===== src/rtl/lpec_pkg.sv =====
// Overview of operation
// - Four independent 16-bit counters: violations, zero runs, framing, checksum errors.
// - Results update once a second, on a software bit, or on a pin.
// - A counter stops at all ones and never wraps.
// - Count same-polarity mark pairs unless they belong to a B8ZS substitution word.
// - Eight or more consecutive zero symbols make one zero-run event.
// - One unbroken zero run counts once, however long it lasts.
// - Framing counter counts frame losses when select is 0, F-bit errors when 1.
// - In loss mode the framing counter rises by one per loss of sync.
// - In F-bit mode a control bit keeps or suppresses counting during frame loss.
// - Checksum errors are counted; same control bit suppresses them during frame loss.
// - Frame loss is declared after seven consecutive multiframes with errored alignment.
// - Frame loss ends after three consecutive multiframes with correct alignment.
package lpec_pkg;

  localparam int CNT_W = 16;
  localparam logic [15:0] CNT_RESET = 16'h0000;
  localparam logic [15:0] CNT_MAX = 16'hFFFF;

  // register indices; byte address is four times the index
  localparam logic [5:0] VIOL_IDX = 6'h18;
  localparam logic [5:0] ZRUN_IDX = 6'h1A;
  localparam logic [5:0] FEC_IDX = 6'h1C;
  localparam logic [5:0] CRC_IDX = 6'h1E;
  localparam logic [5:0] CTRL_IDX = 6'h14;
  localparam logic [5:0] STAT_IDX = 6'h15;

  localparam int CTRL_MODE_LSB = 0;
  localparam int CTRL_MANUAL_BIT = 2;
  localparam int CTRL_FECS_BIT = 3;
  localparam int CTRL_KEEP_BIT = 4;
  localparam int STAT_FLOSS_BIT = 0;

  localparam int C_VIOL = 0;
  localparam int C_ZRUN = 1;
  localparam int C_FEC = 2;
  localparam int C_CRC = 3;

  localparam logic [3:0] ZERO_RUN_LEN = 4'h8;
  localparam logic [2:0] LOSS_SET_MF = 3'h7;
  localparam logic [1:0] LOSS_CLR_MF = 2'h3;

  localparam int UPDATE_PERIOD_MS = 1000;
  localparam int CLK_PERIOD_NS = 10;
  localparam int UPDATE_CYCLES = UPDATE_PERIOD_MS * 1000000 / CLK_PERIOD_NS;
  localparam int TIMER_W = 27;

  typedef enum logic [1:0] {
    LPEC_UPD_AUTO,
    LPEC_UPD_SOFT,
    LPEC_UPD_PIN
  } lpec_upd_mode_e;

  typedef struct packed {
    logic crc;
    logic fec;
    logic zero_run_event;
    logic code_violation;
  } lpec_evt_s;

  typedef struct packed {
    logic mark;
    logic pol;
    logic viol;
  } lpec_sym_s;

  typedef struct packed {
    logic wait_req;
    logic [31:0] rdata;
    lpec_upd_mode_e mode;
    logic fecs;
    logic keep;
    logic manual;
    logic [2:0] pin_sync;
    logic [TIMER_W-1:0] timer;
    logic last_pol;
    logic seen_mark;
    lpec_sym_s [7:0] hist;
    logic [3:0] zrun;
    logic [2:0] err_mf;
    logic [1:0] good_mf;
    logic floss;
    logic [3:0][15:0] acc;
    logic [3:0][15:0] shadow;
  } lpec_state_s;

  localparam lpec_state_s STATE_RESET = '{wait_req: 1'b1, mode: LPEC_UPD_AUTO, default: '0};

  function automatic logic [15:0] lpec_sat_inc(input logic [15:0] v, input logic ev);
    return (ev && v != CNT_MAX) ? v + 16'h0001 : v;
  endfunction

endpackage


===== src/rtl/lpec_top.sv =====
// Local design decision: the Avalon-MM register port.
`timescale 1ns/1ps
module lpec_top import lpec_pkg::*; #(
  parameter int UPDATE_CYCLES_P = UPDATE_CYCLES
) (
  input wire logic clk_sys_in,
  input wire logic arst_n_in,
  input wire logic [7:0] avs_address_in,
  input wire logic avs_read_in,
  input wire logic avs_write_in,
  input wire logic [31:0] avs_writedata_in,
  output logic [31:0] avs_readdata_out,
  output logic avs_waitrequest_out,
  input wire logic line_pos_in,
  input wire logic line_neg_in,
  input wire logic mf_strobe_in,
  input wire logic fas_error_in,
  input wire logic fbit_error_in,
  input wire logic crc_error_in,
  input wire logic counter_update_pin_in,
  output logic frame_loss_out
);

  ////////////////////////////////////////////////////////////////////////////
  logic [1:0] rst_sync_q;
  logic rst_n;
  lpec_state_s q;
  lpec_state_s d;
  lpec_evt_s ev;
  logic upd;
  logic pin_rise;
  logic timer_wrap;
  logic mark;
  logic viol_new;
  logic loss_ev;
  logic b8zs_hit;
  lpec_sym_s [7:0] win;
  logic [3:0][15:0] inc;

  always_ff @(posedge clk_sys_in or negedge arst_n_in) begin
    if (!arst_n_in) begin
      rst_sync_q <= 2'b00;
    end else begin
      rst_sync_q <= {rst_sync_q[0], 1'b1};
    end
  end
  assign rst_n = rst_sync_q[1];

  ////////////////////////////////////////////////////////////////////////////
  // line symbol decode and substitution-word window
  assign mark = line_pos_in | line_neg_in;
  assign viol_new = mark & q.seen_mark & (line_pos_in == q.last_pol);
  assign win = {q.hist[6:0], lpec_sym_s'{mark: mark, pol: line_pos_in, viol: viol_new}};
  // pattern 000VB0VB, oldest symbol at index 7
  assign b8zs_hit = !win[7].mark && !win[6].mark && !win[5].mark && !win[2].mark &&
                    win[4].mark && win[3].mark && win[1].mark && win[0].mark &&
                    win[4].viol && win[1].viol &&
                    (win[3].pol != win[4].pol) && (win[0].pol != win[1].pol);

  assign pin_rise = q.pin_sync[1] & ~q.pin_sync[2];
  assign timer_wrap = (q.mode == LPEC_UPD_AUTO) && (q.timer == TIMER_W'(UPDATE_CYCLES_P - 1));
  assign upd = timer_wrap || ((q.mode == LPEC_UPD_SOFT) && q.manual) ||
               ((q.mode == LPEC_UPD_PIN) && pin_rise);
  assign loss_ev = !q.floss && mf_strobe_in && fas_error_in && (q.err_mf == LOSS_SET_MF - 3'h1);

  // violation counting lags the line by the eight-symbol window so a substitution word can be cancelled
  assign ev.code_violation = q.hist[7].viol;
  assign ev.zero_run_event = !mark && (q.zrun == ZERO_RUN_LEN - 4'h1);
  assign ev.fec = q.fecs ? (fbit_error_in && (q.keep || !q.floss)) : loss_ev;
  assign ev.crc = crc_error_in && (q.keep || !q.floss);

  always_comb begin
    for (int i = 0; i < 4; i++) begin
      inc[i] = lpec_sat_inc(q.acc[i], ev[i]);
    end
  end

  ////////////////////////////////////////////////////////////////////////////
  always_comb begin
    d = q;
    // bus: one wait cycle, then waitrequest drops for exactly one edge
    d.wait_req = !((avs_read_in || avs_write_in) && q.wait_req);
    d.manual = 1'b0;
    if (avs_read_in && q.wait_req) begin
      unique case (avs_address_in[7:2])
        VIOL_IDX: d.rdata = {16'h0000, q.shadow[C_VIOL]};
        ZRUN_IDX: d.rdata = {16'h0000, q.shadow[C_ZRUN]};
        FEC_IDX: d.rdata = {16'h0000, q.shadow[C_FEC]};
        CRC_IDX: d.rdata = {16'h0000, q.shadow[C_CRC]};
        CTRL_IDX: begin
          d.rdata = 32'h0000_0000;
          d.rdata[CTRL_MODE_LSB +: 2] = q.mode;
          d.rdata[CTRL_FECS_BIT] = q.fecs;
          d.rdata[CTRL_KEEP_BIT] = q.keep;
        end
        STAT_IDX: begin
          d.rdata = 32'h0000_0000;
          d.rdata[STAT_FLOSS_BIT] = q.floss;
        end
        default: d.rdata = 32'h0000_0000;
      endcase
    end
    if (avs_write_in && !q.wait_req && avs_address_in[7:2] == CTRL_IDX) begin
      unique case (avs_writedata_in[CTRL_MODE_LSB +: 2])
        2'h1: d.mode = LPEC_UPD_SOFT;
        2'h2: d.mode = LPEC_UPD_PIN;
        default: d.mode = LPEC_UPD_AUTO;
      endcase
      d.fecs = avs_writedata_in[CTRL_FECS_BIT];
      d.keep = avs_writedata_in[CTRL_KEEP_BIT];
      d.manual = avs_writedata_in[CTRL_MANUAL_BIT];
    end

    // external update pin crosses through two flops before the edge detector
    d.pin_sync = {q.pin_sync[1:0], counter_update_pin_in};

    if (q.mode != LPEC_UPD_AUTO || timer_wrap) begin
      d.timer = '0;
    end else begin
      d.timer = q.timer + TIMER_W'(1);
    end

    // polarity tracking for violations
    if (mark) begin
      d.last_pol = line_pos_in;
      d.seen_mark = 1'b1;
    end
    d.hist = win;
    if (b8zs_hit) begin
      for (int i = 0; i < 8; i++) begin
        d.hist[i].viol = 1'b0;
      end
    end

    // zero run length saturates so a long run fires only once
    if (mark) begin
      d.zrun = 4'h0;
    end else if (q.zrun != ZERO_RUN_LEN) begin
      d.zrun = q.zrun + 4'h1;
    end

    // frame alignment supervision per multiframe
    if (mf_strobe_in) begin
      if (fas_error_in) begin
        d.good_mf = 2'h0;
        if (q.err_mf != LOSS_SET_MF) begin
          d.err_mf = q.err_mf + 3'h1;
        end
        if (loss_ev) begin
          d.floss = 1'b1;
        end
      end else begin
        d.err_mf = 3'h0;
        if (q.good_mf != LOSS_CLR_MF) begin
          d.good_mf = q.good_mf + 2'h1;
        end
        if (q.floss && q.good_mf == LOSS_CLR_MF - 2'h1) begin
          d.floss = 1'b0;
        end
      end
    end

    // event in the update cycle goes into the published value, not lost
    for (int i = 0; i < 4; i++) begin
      if (upd) begin
        d.shadow[i] = inc[i];
        d.acc[i] = CNT_RESET;
      end else begin
        d.acc[i] = inc[i];
      end
    end
  end

  always_ff @(posedge clk_sys_in or negedge rst_n) begin
    if (!rst_n) begin
      q <= STATE_RESET;
    end else begin
      q <= d;
    end
  end

  assign avs_readdata_out = q.rdata;
  assign avs_waitrequest_out = q.wait_req;
  assign frame_loss_out = q.floss;
endmodule


===== config.mk =====
export PLATFORM = sky130hd
export DESIGN_NAME = lpec_top
export DESIGN_NICKNAME = d
export VERILOG_FILES = /design/src/rtl/lpec_pkg.sv /design/src/rtl/lpec_top.sv
export SDC_FILE = /design/constraint.sdc
export NUM_CORES = 1
export LEC_CHECK = 0
export BUFFER_PORTS_ARGS = -buffer_cell sky130_fd_sc_hd__buf_2
export CAP_MARGIN = 20
export CORE_ASPECT_RATIO = 0.7
export CORE_MARGIN = 2
export CORE_UTILIZATION = 45
export CTS_BUF_LIST = sky130_fd_sc_hd__clkbuf_8
export CTS_CLUSTER_SIZE = 28
export DETAILED_ROUTE_END_ITERATION = 6
export MAX_ROUTING_LAYER = met4
export PLACE_DENSITY = 0.65
export SYNTH_ARGS = -nofsm -noshare
export SYNTH_HDL_FRONTEND = slang
export SYNTH_SLANG_ARGS = --single-unit
export TNS_END_PERCENT = 10

===== constraint.sdc =====
create_clock -name clk_sys_in -period 6.28 [get_ports clk_sys_in]
set_clock_uncertainty 0.05 [all_clocks]
set_input_delay 0.942 -clock clk_sys_in [delete_from_list [all_inputs] [get_ports clk_sys_in]]
set_output_delay 0.942 -clock clk_sys_in [all_outputs]
set_load 0.03 [all_outputs]

After elaboration in Yosys (flattened, before gate mapping)
Index checks and enable logic that the tools add are counted.
{"block": "op_classes", "bitwise": 5, "eq_ne": 26, "add_sub_neg": 8, "n_reduce_logical": 50, "muxes": 28}
{"op": "16-bit two-way mux", "count": 8}
{"op": "16-bit one-hot mux with 6 select lines", "count": 1}
{"op": "16-bit by 1-bit adder with 16-bit output, second input constant", "count": 4}
{"op": "16-bit inequality test, second input constant", "count": 4}
{"op": "6-bit by 5-bit equality test with 1-bit output, second input constant", "count": 6}
{"op": "1-bit logical AND", "count": 29}
{"op": "27-bit by 1-bit adder with 27-bit output, second input constant", "count": 1}
{"op": "27-bit equality test, second input constant", "count": 1}
{"op": "27-bit two-way mux", "count": 1}
{"op": "1-bit two-way mux", "count": 12}
{"op": "1-bit logical NOT", "count": 8}
{"op": "4-bit two-way mux", "count": 2}
{"op": "2-bit nonzero test", "count": 4}
{"op": "2-bit equality test, second input constant", "count": 3}
{"op": "6-bit two-way mux", "count": 1}
{"op": "1-bit logical OR", "count": 5}
{"op": "4-bit by 1-bit adder with 4-bit output, second input constant", "count": 1}
{"op": "2-bit by 1-bit equality test with 1-bit output, second input constant", "count": 2}
{"op": "4-bit by 3-bit equality test with 1-bit output, second input constant", "count": 1}
{"op": "2-bit by 1-bit inequality test with 1-bit output, second input constant", "count": 2}
{"op": "4-bit inequality test, second input constant", "count": 1}
{"op": "2-bit one-hot mux with 2 select lines", "count": 1}
{"op": "2-bit AND reduction", "count": 2}
{"op": "3-bit by 1-bit adder with 3-bit output, second input constant", "count": 1}
{"op": "13 further kinds", "count": 16}
{"block": "word_totals", "regBits": 229, "elab_cells": 159, "input_bits": 51}

Logic depth before layout (Yosys ltp)
{"block": "logic_depth", "word_depth": 13, "ltp_mapped": 9, "ltp_nobuf": 7}

Least setup slack after synthesis
No wires, ideal clock.
{"block": "synth_path", "path_type": "input to register", "from": "input port line_neg_in", "to": "register q[31] (netlist bit)", "arrival_ns": 2.642, "setup_time_ns": 0.082, "path_slack_ns": 3.506, "cell_stages": 5, "cell_sequence": "or3_4 > or3_4 > or3_4 > or4_4 > a31oi_1"}
{"block": "synth_via", "elab_chain_cells": 5}
{"item": "start: declaration", "line_no": "lpec_top.sv:15", "rtl": "input wire logic line_neg_in,"}
{"item": "1-bit OR", "line_no": "lpec_top.sv:51", "rtl": "assign mark = line_pos_in | line_neg_in;"}
{"item": "1-bit logical NOT", "line_no": "lpec_top.sv:68", "rtl": "assign ev.zero_run_event = !mark && (q.zrun == ZERO_RUN_LEN - 4'h1);"}
{"item": "1-bit logical AND", "line_no": "lpec_top.sv:68"}
{"item": "1-bit logical AND", "line_no": "lpec_pkg.sv:90", "rtl": "return (ev && v != CNT_MAX) ? v + 16'h0001 : v;"}
{"item": "16-bit two-way mux", "line_no": "lpec_pkg.sv:90"}
{"item": "end signal: assignment", "line_no": "lpec_top.sv:176", "rtl": "q <= STATE_RESET;"}
{"item": "end signal: assignment", "line_no": "lpec_top.sv:178", "rtl": "q <= d;"}
{"item": "end: declaration", "line_no": "lpec_top.sv:27", "rtl": "lpec_state_s q;"}
No other way between the ends.
A chain may end at the register's enable or synchronous reset.

Worst setup path after layout
{"block": "layout_path", "from": "register q[197] (netlist bit)", "to": "register q[31] (netlist bit)"}
{"block": "layout_via", "elab_chain_cells": 4, "elab_cells_between_ends": 8, "cone_classes": "eq/ne (2); reduce/logical (6)"}
{"item": "2-bit by 1-bit equality test with 1-bit output / 2-bit logical NOT (equally long branches)", "line_no": "lpec_top.sv:62, lpec_top.sv:61"}
{"item": "1-bit logical AND (on tied branches)", "line_no": "lpec_top.sv:62, lpec_top.sv:61"}
{"item": "1-bit logical OR", "line_no": "lpec_top.sv:62", "rtl": "assign upd = timer_wrap || ((q.mode == LPEC_UPD_SOFT) && q.manual) ||"}
{"item": "1-bit logical OR *", "line_no": "lpec_top.sv:62"}
Every way passes the cells marked *; elsewhere a longest branch is shown, timed or not.

==> metrics <==
run status finished, final reports clean; crit path cell chain nand4bb_1 -> o21ai_4 -> buf_4 -> or2_4 -> buf_4 -> a31oi_1; Initial Util 0.459; first-pass GRT wire length ~36000 microns; CP Class register to register; setup ws final just over 3 ns; cells after synthesis just under 1000; Int Power approximately 2400 uW; die height roughly 130 microns; core area 21700 sq um; cell leakage power between 0.004 and 0.005 uW; setup bufs post-CTS 0; Clock Latency Late Sink ~0.54 ns; Post-synth top flop dfrtp_1; number of global-route vias before repair ~7000; sequential share of power 0.521; total global-route track usage 0.200; WL/cell between 15 and 20 microns; layout cells sized above 1 0.117; synthesized area between 9000 and 10000 sq um; Critical Path RT 6.60 ns; Place WS between 3 and 4 ns; cts-stage hold buffer count 0; Longest Clk Path Bufs 3; count leader, synth dfrtp_1; Reg clk slew, reported paths around 0.06 ns; warning count from the yosys run 0; post-CTS resize count 0; Netlist cell types 59; WL final between 20000 and 25000 microns; fill count between 2000 and 2500; port bufs 39; CTS Sinks between 200 and 250; DRT iter0 DRCs a little under 700; CP Depth 6; TritonCTS clock tree yes; critical path arrival ~3.5 ns; ant diodes 0; Area contributors post-synth dfrtp_1, xnor2_1, nor2_1; width of the die ~180 microns; Hold Violations, Final 0; CP max-delay cell or2_4; Bufs and invs on worst path 2; die area between 20000 and 25000 sq um; Peak VDD IR 0.000138 V; Placed Instance Area 10300 sq um; initial antenna violation count 0; GR Overflow Total 0; I/O pin cnt 85; cell repeated most along the worst path buf_4; Clock Power Share 0.352; Max Cap Viol 0; TritonCTS buffer count 35; Antenna Nets Post-Route 0; H-tree levels 2; endpoints failing setup 0; Syn Area/Cell about 10 sq um; hpwl dp between 10000 and 15000 microns; Async S/R FF share, synth 1.00; period utilization 0.505; largest net degree at the start of global routing roughly 180; DR pass1 iterations 6; CTS root buf clkbuf_8; Residual DRC 0; Seq/Total Area, Yosys 0.534; RSZ-0062 raised after global routing no; Post-synth top cells dfrtp_1, nor2_1, nor3_1; setup tns final 0 ns; Rel. slew slack 0.206; gpl congestion between 0.8 and 0.9; Max stage delay on crit path 0.91 ns; top-area cell type share of the netlist area 0.532; Max Fclk 315 MHz; Slew @ Worst Pin between 1 and 1.5 ns; PD cells between 300 and 400 nW/um^2; CP Max Fanout 91; R2R cell count 6; CP Capture Type register; NetSw about 950 uW; WHS roughly 0.16 ns; row count 45; Final min period around 3.2 ns; worst hold path class input port to asynchronous set/reset pin; number of synthesized flops with an enable pin 0; Max Slew Vio Count 0; final core utilization 0.503; Comb power frac 0.127; Synth area leader dfrtp_1; Layout area overhead 9.66%; Final Cell Area around 11000 sq um; post-synthesis register bit count 213; Sw Ratio 0.282; Nets 1080; Worst setup SP type register; detail-routed via count per cell 5.55; via count 7319; crit-path leading delay family simple AND/OR/NAND/NOR gates
==> area by class of cell <==
cell class | count | area (sq um) | share of cell area
clock buffers | 42 | 578 | 0.0528
clock inverters | 15 | 96.3 | 0.00881
inverters | 17 | 63.8 | 0.00583
multi-input cells | 701 | 4240 | 0.387
flip-flops and latches | 213 | 5340 | 0.488
well taps | 282 | 353 | 0.0323
repair buffers | 49 | 278 | 0.0254
==> metrics by stage <==
step,cells,total power (uW)
floorplan,1009,2080
global placement,1260,2180
detailed placement,1261,2200
CTS,1318,3400
global route,1319,3570
finish,1319,3370
==> layout by cell type (no fill, tap or decap), types with 3 or more instances in the layout <==
master and instances:
nor3_1 85, and3_1 18, conb_1 17, and4_1 9, nor2_1 115, nor3b_1 4
buf_4 7, o2bb2ai_1 3, a221o_1 3, clkbuf_8 42, nand4_1 27, a31oi_1 3
a21oi_1 69, nand2_1 76, a222oi_1 12, xnor2_1 62, nor2b_1 10, mux2i_1 11
or3_4 3, clkinv_2 4, nand3_1 33, ha_1 12, buf_2 40, nand2b_1 7
or3_1 4, o21ai_0 14, or2_2 4, o31ai_1 3, mux2_2 3, dfrtp_1 211
inv_1 25, and2_1 3, xor2_1 23, nor4_1 21, a22o_1 15
==> power groups by stage <==
stage          logic, uW  clock network [uW]  registers (uW)
2_1_floorplan        340                   0            1740
3_3_place_gp         414                   0            1770
3_5_place_dp         429                   0            1770
4_1_cts              431                1220            1750
5_1_grt              497                1290            1780
6_report             426                1190            1750
==> layer usage <==
layer / up-vias / GRT usage / part of all wire
met5: - / - / 0
met4: 0 / 0.0432 / 0.011
met3: 30 / 0.0388 / 0.062
met2: 181 / 0.269 / 0.40
met1: 3592 / 0.308 / 0.53
li1: 3516 / - / -
==> sequential cells by signal (all words and copies together), names as in the netlist <==
| signal | count |
|---|---|
| frame_loss_out | 1 |
| d | 13 |
| avs_waitrequest_out | 1 |
| q | 179 |
| avs_readdata_out | 16 |
| rst_sync_q | 2 |
| ev | 1 |
==> logic make-up after synthesis <==
group | share of synthesized area
xor gates and xnor gates | 0.0746
AOI/OAI and AO/OA | 0.0858
other | 0.000753
DFF | 0.534
adders and majority gates | 0.0151
buffers and inverters | 0.0495
and+or+nand+nor | 0.225
muxes | 0.0144
==> path summary, 6_finish.rpt <==
path                                    start             to  slack [ns]
max in group asynchronous       rst_sync_q[1]         q[195]        4.68
worst min register to register  rst_sync_q[1]         q[178]        0.21
worst max register to register         q[197]          q[31]        3.11
worst min-delay path                arst_n_in  rst_sync_q[1]        0.16
min in group clk_sys_in                d[192]         d[193]        0.30
worst max-delay path                   q[197]          q[31]        3.11
Power figures use the tool's default switching activity.
